==> src/hdl/frmr_defs.vh <==
// constants shared by the fifo reset, mode and retransmit control core
`ifndef FRMR_DEFS_VH
`define FRMR_DEFS_VH
`define FRMR_DATA_W 18
`define FRMR_ADDR_W 6
`define FRMR_DEPTH 64
`define FRMR_PTR_RST 6'h00
`define FRMR_OUT_RST 18'h00000
`define FRMR_CFG_W 8
`define FRMR_CFG_RST 8'h00
`define FRMR_HALF 7'h20
`define FRMR_AE_OFS 7'h08
`define FRMR_AF_OFS 7'h38
`endif

==> src/hdl/frmr_core.v <==
// fifo core: resets, mode latching, strobe ports, mark and retransmit
// What this block does
// - full init resets pointers and level flags
// - full init latches fall-through mode, sets flags
// - full init latches width, order, timing settings
// - output register clears on either init
// - both inits asynchronous; full init before writes
// - partial init resets pointers and level flags
// - partial init keeps mode, sets its flags
// - partial init keeps offset programming method
// - async write: strobe edge stores input bus
// - async write: full flag from both sides
// - async read: strobe edge reads next word
// - async read: standard only, async empty, oe
// - replay low resets read pointer to mark
// - standard: empty low while replay low
// - fall-through: replay end loads marked word
// - replay repeatable, always to same mark
// - mark edge records output word location
// - write pointer stops at marked location
// - read edge with mark low leaves retransmit
// - new mark replaces previous mark
// - mark needs empty high or output-ready low
`timescale 1ns/1ps
`include "frmr_defs.vh"
module frmr_core (
  input wire clk_i,
  input wire rst_i,
  input wire full_init_n_i,
  input wire partial_init_n_i,
  input wire fall_through_serial_in_i,
  input wire async_write_select_n_i,
  input wire async_read_select_n_i,
  input wire output_width_sel_i,
  input wire input_width_sel_i,
  input wire byte_order_n_i,
  input wire prog_method_sel_i,
  input wire flag_timing_sel_i,
  input wire parity_layout_sel_i,
  input wire write_clk_i,
  input wire write_en_n_i,
  input wire [`FRMR_DATA_W-1:0] input_bus_i,
  input wire read_clk_i,
  input wire read_en_n_i,
  input wire read_select_n_i,
  input wire output_en_n_i,
  input wire mark_i,
  input wire replay_n_i,
  output reg [`FRMR_DATA_W-1:0] output_bus_o,
  output wire [`FRMR_DATA_W-1:0] output_bus_oe_n_o,
  output reg empty_flag_n_o,
  output reg full_flag_n_o,
  output reg almost_empty_n_o,
  output reg almost_full_n_o,
  output reg half_full_n_o,
  output wire fall_through_mode_o,
  output wire async_write_o,
  output wire async_read_o,
  output wire [`FRMR_CFG_W-1:0] config_o,
  output wire retransmit_o
);
  // pins from outside clk_i: two flops before use
  wire wclk_rise;
  wire rclk_rise;
  wire wen_n_s;
  wire ren_n_s;
  wire rcs_n_s;
  wire oe_n_s;
  wire mark_s;
  wire rt_n_s;
  wire [`FRMR_DATA_W-1:0] din_s;
  wire [`FRMR_CFG_W+2:0] strap_s;
  wire full_init;
  wire part_init;
  wire any_init;
  wire arst;
  frmr_sync u_wclk (.clk_i(clk_i), .rst_i(rst_i), .d_i(write_clk_i),
    .q_o(), .rise_o(wclk_rise), .fall_o());
  frmr_sync u_rclk (.clk_i(clk_i), .rst_i(rst_i), .d_i(read_clk_i),
    .q_o(), .rise_o(rclk_rise), .fall_o());
  reg [`FRMR_DATA_W+`FRMR_CFG_W+8:0] pin_s1;
  reg [`FRMR_DATA_W+`FRMR_CFG_W+8:0] pin_s2;
  wire [`FRMR_DATA_W+`FRMR_CFG_W+8:0] pin_raw;
  // two pad bits keep the six straps at cfg bits 6..1
  assign pin_raw = {
    input_bus_i,
    write_en_n_i,
    read_en_n_i,
    read_select_n_i,
    output_en_n_i,
    mark_i,
    replay_n_i,
    fall_through_serial_in_i,
    async_write_select_n_i,
    async_read_select_n_i,
    output_width_sel_i,
    input_width_sel_i,
    byte_order_n_i,
    prog_method_sel_i,
    flag_timing_sel_i,
    parity_layout_sel_i,
    1'b0,
    1'b0};
  always @(posedge clk_i or posedge rst_i) begin
    if (rst_i) begin
      pin_s1 <= {(`FRMR_DATA_W+`FRMR_CFG_W+9){1'b0}};
      pin_s2 <= {(`FRMR_DATA_W+`FRMR_CFG_W+9){1'b0}};
    end else begin
      pin_s1 <= pin_raw;
      pin_s2 <= pin_s1;
    end
  end
  assign din_s = pin_s2[`FRMR_DATA_W+`FRMR_CFG_W+8:`FRMR_CFG_W+9];
  assign wen_n_s = pin_s2[`FRMR_CFG_W+8];
  assign ren_n_s = pin_s2[`FRMR_CFG_W+7];
  assign rcs_n_s = pin_s2[`FRMR_CFG_W+6];
  assign oe_n_s = pin_s2[`FRMR_CFG_W+5];
  assign mark_s = pin_s2[`FRMR_CFG_W+4];
  assign rt_n_s = pin_s2[`FRMR_CFG_W+3];
  assign strap_s = pin_s2[`FRMR_CFG_W+2:0];

  // inits assert at once, release through a synchroniser
  frmr_rst_sync u_full (.clk_i(clk_i), .rst_i(rst_i),
    .init_n_i(full_init_n_i), .init_o(full_init));
  frmr_rst_sync u_part (.clk_i(clk_i), .rst_i(rst_i),
    .init_n_i(partial_init_n_i), .init_o(part_init));
  assign any_init = full_init | part_init;
  assign arst = rst_i;

  // straps: caught by clock while full init is held, kept afterwards
  reg fall_through_mode;
  reg async_write_select_n;
  reg async_read_select_n;
  reg [`FRMR_CFG_W-1:0] cfg;
  always @(posedge clk_i or posedge arst) begin
    if (arst) begin
      fall_through_mode <= 1'b0;
      async_write_select_n <= 1'b0;
      async_read_select_n <= 1'b0;
      cfg <= `FRMR_CFG_RST;
    end else if (full_init) begin
      // fall-through is refused with either async port
      fall_through_mode <= strap_s[`FRMR_CFG_W+2] & strap_s[`FRMR_CFG_W+1]
        & strap_s[`FRMR_CFG_W];
      async_write_select_n <= ~strap_s[`FRMR_CFG_W+1];
      async_read_select_n <= ~strap_s[`FRMR_CFG_W];
      cfg <= {1'b0, strap_s[`FRMR_CFG_W-1:1]};
    end
  end
  assign fall_through_mode_o = fall_through_mode;
  assign async_write_o = async_write_select_n;
  assign async_read_o = async_read_select_n;
  assign config_o = cfg;

  // storage and pointers
  reg [`FRMR_DATA_W-1:0] mem [0:`FRMR_DEPTH-1];
  reg [`FRMR_ADDR_W:0] wptr;
  reg [`FRMR_ADDR_W:0] rptr;
  reg [`FRMR_ADDR_W:0] mark_ptr;
  reg [`FRMR_ADDR_W:0] out_ptr;
  reg rtx_mode;
  reg replaying;
  reg fall_through_mode_valid;
  wire [`FRMR_ADDR_W:0] level;
  wire empty;
  wire full;
  wire mark_block;
  // gap kept at pointer width so the wrap is modulo twice the depth
  wire [`FRMR_ADDR_W:0] mark_gap;
  assign mark_gap = wptr - mark_ptr;
  assign level = wptr - rptr;
  assign empty = (level == {(`FRMR_ADDR_W+1){1'b0}});
  assign full = (level[`FRMR_ADDR_W] == 1'b1);
  // writer may not pass the marked word while retransmit holds
  assign mark_block = rtx_mode &&
    (mark_gap == `FRMR_DEPTH);

  // write port: strobe ignores enable, clock mode honours it
  wire do_write;
  assign do_write = wclk_rise && !full && !mark_block &&
    (async_write_select_n || !wen_n_s);
  always @(posedge clk_i) begin
    if (do_write) begin
      mem[wptr[`FRMR_ADDR_W-1:0]] <= din_s;
    end
  end
  always @(posedge clk_i or posedge arst) begin
    if (arst) begin
      wptr <= {1'b0, `FRMR_PTR_RST};
    end else if (any_init) begin
      wptr <= {1'b0, `FRMR_PTR_RST};
    end else if (do_write) begin
      wptr <= wptr + 1'b1;
    end
  end

  // read port
  wire rd_req;
  wire do_read;
  wire fall_load;
  wire rt_edge;
  wire mark_edge;
  wire can_mark;
  assign rd_req = async_read_select_n || (!ren_n_s && !rcs_n_s);
  assign rt_edge = rclk_rise && rtx_mode && !rt_n_s;
  // standard mode needs a word present, fall-through a word shown
  assign can_mark = fall_through_mode ? fall_through_mode_valid : !empty;
  assign mark_edge = rclk_rise && mark_s && !rtx_mode && can_mark;
  // word falls through to output without a read request
  assign fall_load = rclk_rise && fall_through_mode && !fall_through_mode_valid && !empty &&
    !rt_edge && !replaying;
  assign do_read = rclk_rise && rd_req && !empty && !replaying &&
    !rt_edge && !fall_load && (!fall_through_mode || fall_through_mode_valid);
  always @(posedge clk_i or posedge arst) begin
    if (arst) begin
      rptr <= {1'b0, `FRMR_PTR_RST};
      out_ptr <= {1'b0, `FRMR_PTR_RST};
      mark_ptr <= {1'b0, `FRMR_PTR_RST};
      rtx_mode <= 1'b0;
      replaying <= 1'b0;
      fall_through_mode_valid <= 1'b0;
      output_bus_o <= `FRMR_OUT_RST;
    end else if (any_init) begin
      rptr <= {1'b0, `FRMR_PTR_RST};
      out_ptr <= {1'b0, `FRMR_PTR_RST};
      mark_ptr <= {1'b0, `FRMR_PTR_RST};
      rtx_mode <= 1'b0;
      replaying <= 1'b0;
      fall_through_mode_valid <= 1'b0;
      output_bus_o <= `FRMR_OUT_RST;
    end else begin
      if (rclk_rise && !mark_s) begin
        rtx_mode <= 1'b0;
      end else if (mark_edge) begin
        mark_ptr <= out_ptr;
        rtx_mode <= 1'b1;
      end
      if (rt_edge) begin
        rptr <= mark_ptr;
        replaying <= 1'b1;
        fall_through_mode_valid <= 1'b0;
      end else if (rclk_rise && replaying) begin
        // replay ends on first edge after replay input rises
        replaying <= 1'b0;
        if (fall_through_mode) begin
          output_bus_o <= mem[rptr[`FRMR_ADDR_W-1:0]];
          out_ptr <= rptr;
          rptr <= rptr + 1'b1;
          fall_through_mode_valid <= 1'b1;
        end
      end else if (fall_load || do_read) begin
        output_bus_o <= mem[rptr[`FRMR_ADDR_W-1:0]];
        out_ptr <= rptr;
        rptr <= rptr + 1'b1;
        fall_through_mode_valid <= 1'b1;
      end else if (rclk_rise && fall_through_mode && rd_req && fall_through_mode_valid) begin
        fall_through_mode_valid <= 1'b0;
      end
    end
  end
  assign retransmit_o = rtx_mode;

  // output drive: oe low drives the bus; in clocked read mode read select must also be low (enable low = driving)
  assign output_bus_oe_n_o = {`FRMR_DATA_W{
    async_read_select_n ? oe_n_s : (oe_n_s | rcs_n_s)}};

  // mode for the init flags: the strap itself while full init latches it
  wire init_ft;
  assign init_ft = full_init ? (strap_s[`FRMR_CFG_W+2] &
    strap_s[`FRMR_CFG_W+1] & strap_s[`FRMR_CFG_W]) : fall_through_mode;

  // flags; async ports update from either side on every cycle
  always @(posedge clk_i or posedge arst) begin
    if (arst) begin
      empty_flag_n_o <= 1'b0;
      full_flag_n_o <= 1'b1;
      almost_empty_n_o <= 1'b0;
      almost_full_n_o <= 1'b1;
      half_full_n_o <= 1'b1;
    end else if (any_init) begin
      almost_empty_n_o <= 1'b0;
      almost_full_n_o <= 1'b1;
      half_full_n_o <= 1'b1;
      empty_flag_n_o <= init_ft;
      full_flag_n_o <= ~init_ft;
    end else begin
      almost_empty_n_o <= (level > `FRMR_AE_OFS);
      almost_full_n_o <= (level < `FRMR_AF_OFS);
      half_full_n_o <= (level <= `FRMR_HALF);
      if (fall_through_mode) begin
        // output-ready low when a word is shown
        empty_flag_n_o <= replaying | rt_edge | !fall_through_mode_valid;
        full_flag_n_o <= full | mark_block;
      end else begin
        empty_flag_n_o <= !(empty | replaying | rt_edge);
        full_flag_n_o <= !(full | mark_block);
      end
    end
  end
endmodule

==> src/hdl/frmr_rst_sync.v <==
// reset combiner: asynchronous assert, synchronised release
`timescale 1ns/1ps
`include "frmr_defs.vh"
module frmr_rst_sync (
  input wire clk_i,
  input wire rst_i,
  input wire init_n_i,
  output wire init_o
);
  reg r1;
  reg r2;
  wire arst;
  assign arst = rst_i | ~init_n_i;
  always @(posedge clk_i or posedge arst) begin
    if (arst) begin
      r1 <= 1'b1;
      r2 <= 1'b1;
    end else begin
      r1 <= 1'b0;
      r2 <= r1;
    end
  end
  assign init_o = r2;
endmodule

==> src/hdl/frmr_sync.v <==
// two-flop synchroniser with edge detection for pins from outside clk_i
`timescale 1ns/1ps
`include "frmr_defs.vh"
module frmr_sync (
  input wire clk_i,
  input wire rst_i,
  input wire d_i,
  output wire q_o,
  output wire rise_o,
  output wire fall_o
);
  reg s1;
  reg s2;
  reg s3;
  always @(posedge clk_i or posedge rst_i) begin
    if (rst_i) begin
      s1 <= 1'b0;
      s2 <= 1'b0;
      s3 <= 1'b0;
    end else begin
      s1 <= d_i;
      s2 <= s1;
      s3 <= s2;
    end
  end
  assign q_o = s2;
  assign rise_o = s2 & ~s3;
  assign fall_o = ~s2 & s3;
endmodule

==> config.mk <==
export PLATFORM = sky130hd
export DESIGN_NAME = frmr_core
export DESIGN_NICKNAME = d
export VERILOG_FILES = /design/src/hdl/frmr_core.v /design/src/hdl/frmr_rst_sync.v /design/src/hdl/frmr_sync.v
export VERILOG_INCLUDE_DIRS = /design/src /design/src/hdl
export SDC_FILE = /design/constraint.sdc
export NUM_CORES = 1
export LEC_CHECK = 0
export BUFFER_PORTS_ARGS = -buffer_cell sky130_fd_sc_hd__buf_2
export CELL_PAD_IN_SITES_DETAIL_PLACEMENT = 0
export CELL_PAD_IN_SITES_GLOBAL_PLACEMENT = 1
export CORE_ASPECT_RATIO = 0.5
export CORE_UTILIZATION = 40
export CTS_BUF_LIST = sky130_fd_sc_hd__clkbuf_4 sky130_fd_sc_hd__clkbuf_8 sky130_fd_sc_hd__clkbuf_16
export DETAILED_ROUTE_END_ITERATION = 8
export GPL_TIMING_DRIVEN = 0
export PLACE_DENSITY_LB_ADDON = 0.1
export SLEW_MARGIN = 0
export SYNTH_ARGS = -nofsm -noshare
export SYNTH_HDL_FRONTEND = slang
export SYNTH_SLANG_ARGS = --single-unit
==> constraint.sdc <==
create_clock -name clk_i -period 8.8 [get_ports clk_i]
set_input_delay 0 -clock clk_i [delete_from_list [all_inputs] [get_ports clk_i]]
set_output_delay 0 -clock clk_i [all_outputs]
set_load 0.03 [all_outputs]
==> reports/metrics.yaml <==
status: "finished with violations"
failed_checks: "capacitance limit, slew limit"
async_reset_ff_share_pct: 10.8
utilization_pct: 47.5
cpMostUsedCell: "clkbuf_1"
rsz0062_at_grt: "false"
synth_ff_type: "edfxtp_1"
synth_cells: 2577
insertion_delay_ns: 0.75
grt_pass1_vias: 26900
finalSetupViolations: 0
maxCapViolCount: 1
path_buf_inv: 5
overflow: 0
layout_setup_ws_ns: 1.69
synth.avg_cell_area_um2: 19.4
worst_hold_slack_ns: 0.343
die_w_um: 502
grt_max_degree: 71
layout.nets: 2983
cp_top_family: "buffers and inverters"
place_hpwl_um: 108000
ant_nets: 0
drtIter0Drc: 3374
gp_congestion: 0.860
finalHoldViolations: 0
num_vias: 27100
cts_tree: "yes"
track_usage_pct: 25.4
netlist_area_mm2: 0.0499
htree_levels: 3
dp_cells: 4408
post-place-ws_ns: 1.86
core.rowCount: 91
ys_ff_latch: 1291
route.detailed.drc: 0
hold_class: "reg -> reg"
final_cell_count_no_fill: 4708
layout_common_cells: "1152 x edfxtp_1, 242 x mux2i_1, 183 x mux4_2"
synth_cell_type_count: 73
min_period_ns: 7.11
synth.yosys.seq_area_share_pct: 76.3
critPathLaunchType: "flip-flop"
grt_pass1_wl_um: 219000
core_mm2: 0.124
p_per_area_mw_per_mm2: 209
skew_ns: 0.0260
timing.setup.tns_ns: 0
clk_pin_slew_ns: 0.07
worstPathMaxFanout: 11
synth_top_area_share_pct: 69.3
crit_path_top_delay_cell: "clkbuf_1"
cts_root_buf: "clkbuf_16"
fp.dieArea_mm2: 0.126
synth_edf_count: 1152
cp_cell_sequence: "inv_2 > clkbuf_1 > clkbuf_1 > clkbuf_1 > ha_1 > o21ai_0 > o21ai_2 > a21oi_4 > xnor2_2 > nor3_4 > nand3_2 > nor2_2 > buf_8"
drv_slew: 2
worst_setup_path_end_kind: "flip-flop"
peakVddDrop_mv: 0.180
start_util_pct: 40.4
antenna_found_initial: 12
arrival_ns: 7.54
wl_um: 158000
dr.pass1.iters: 6
clockBufferDepth: 3
vias_per_cell: 5.75
slew_headroom_pct: -3.33
fin_crit_sh_pct: 80.8
timing.fmax_mhz: 141
die_h_um: 252
mostFrequentLayoutCell: "edfxtp_1"
cpPeakStageDelay_ns: 0.98
post_drt_wl_per_cell_um: 33.6
synth_area_leaders: "edfxtp_1 69%, mux4_2 8.3%, dfrtp_1 6.6%"
required_ns: 9.23
clock_sinks: 1291
yosysTopAreaCell: "edfxtp_1"
cts_setup_buffers: 0
syn_to_final_growth_pct: 17.6
worst_pin_slew_ns: 1.54
drive_above_1_share_pct: 24.4
ys_warn_count: 0
cts_made_buffers: 117
pin_count: 92
path_class: "reg -> reg"
p_leak_nw: 18.5
numPortBuffers: 89
[report_power, final]
group / switching (mW) / internal [mW] / leakage, nW
clock network: 2.30 / 2.89 / 1.93
registers: 0.0459 / 6.70 / 12.1
logic: 0.198 / 0.103 / 4.51
[state kept, by name (all words and copies together), names as in the netlist, 6 cells and up]
signal,cells
config_o,6
pin_s1,33
mem,1152
out_ptr,7
rptr,7
mark_ptr,7
pin_s2,33
wptr,7
output_bus_o,18
[synth_stat cells (all sizes together), types with 43 or more instances]
cell type  number
o22ai          52
mux4          183
edfxtp       1152
nand2          80
buf            92
a221oi         57
clkbuf         75
a21oi          43
nor2          110
dfrtp         132
o21ai          57
mux2i         242
[cells by family after synthesis]
group | after synthesis | synth area share (%)
fa+ha+maj | 15 | 0.391
mux | 438 | 13.4
compound gates | 328 | 4.76
simple gates | 299 | 2.82
other cells | 1 | 0.00751
buf+inv | 186 | 1.96
flops | 1291 | 76.3
xor+xnor | 19 | 0.348
[stage by stage]
| step | cell area [um^2] | total power [mW] |
|---|---|---|
| 6_report | 58700 | 12.2 |
| 4_1_cts | 58700 | 12.3 |
| 3_3_place_gp | 52500 | 7.13 |
| 3_5_place_dp | 54000 | 7.15 |
| 5_1_grt | 58700 | 12.6 |
| 2_1_floorplan | 49900 | 6.99 |
[worst paths after layout]
check / end / cells after the start / slack [ns] / startpoint
worst max-delay path: mem[28][9]$_DFFE_PP_ / 13 / 1.69 / rptr[4]$_DFFE_PP0P_
worst min-delay path: pin_s2[28]$_DFF_PP0_ / 0 / 0.34 / pin_s1[28]$_DFF_PP0_
worst max register to register: mem[28][9]$_DFFE_PP_ / 13 / 1.69 / rptr[4]$_DFFE_PP0P_
worst min register to register: pin_s2[28]$_DFF_PP0_ / 0 / 0.34 / pin_s1[28]$_DFF_PP0_
max in group asynchronous: pin_s2[17]$_DFF_PP0_ / 5 / 7.41 / rst_i
min in group asynchronous: u_full.r1$_DFF_PP1_ / 4 / 0.49 / full_init_n_i
[layer usage]
metal	track usage, %	wire, um	vias to the layer above
li1	-	-	11200
met1	37.5	69500	14600
met2	38.2	71100	1101
met3	5.75	14300	199
met4	6.00	3510	0
met5	0	0	-
[area by class of cell]
class,instances,area (um^2)
clock inverter,69,538
tap,1674,2090
sequential,1291,38100
clock buffer,152,3320
inverter,19,76.3
timing repair buffer,230,2470
multi-input combinational,1103,11200
buffer,167,908
antenna,3,7.51
fill,10400,64900
[timing repair]
item	in CTS	in global routing
hold buffers	76	0
gates resized for setup	0	0
hold endpoints to repair	171	0
Power figures use the tool's default switching activity.
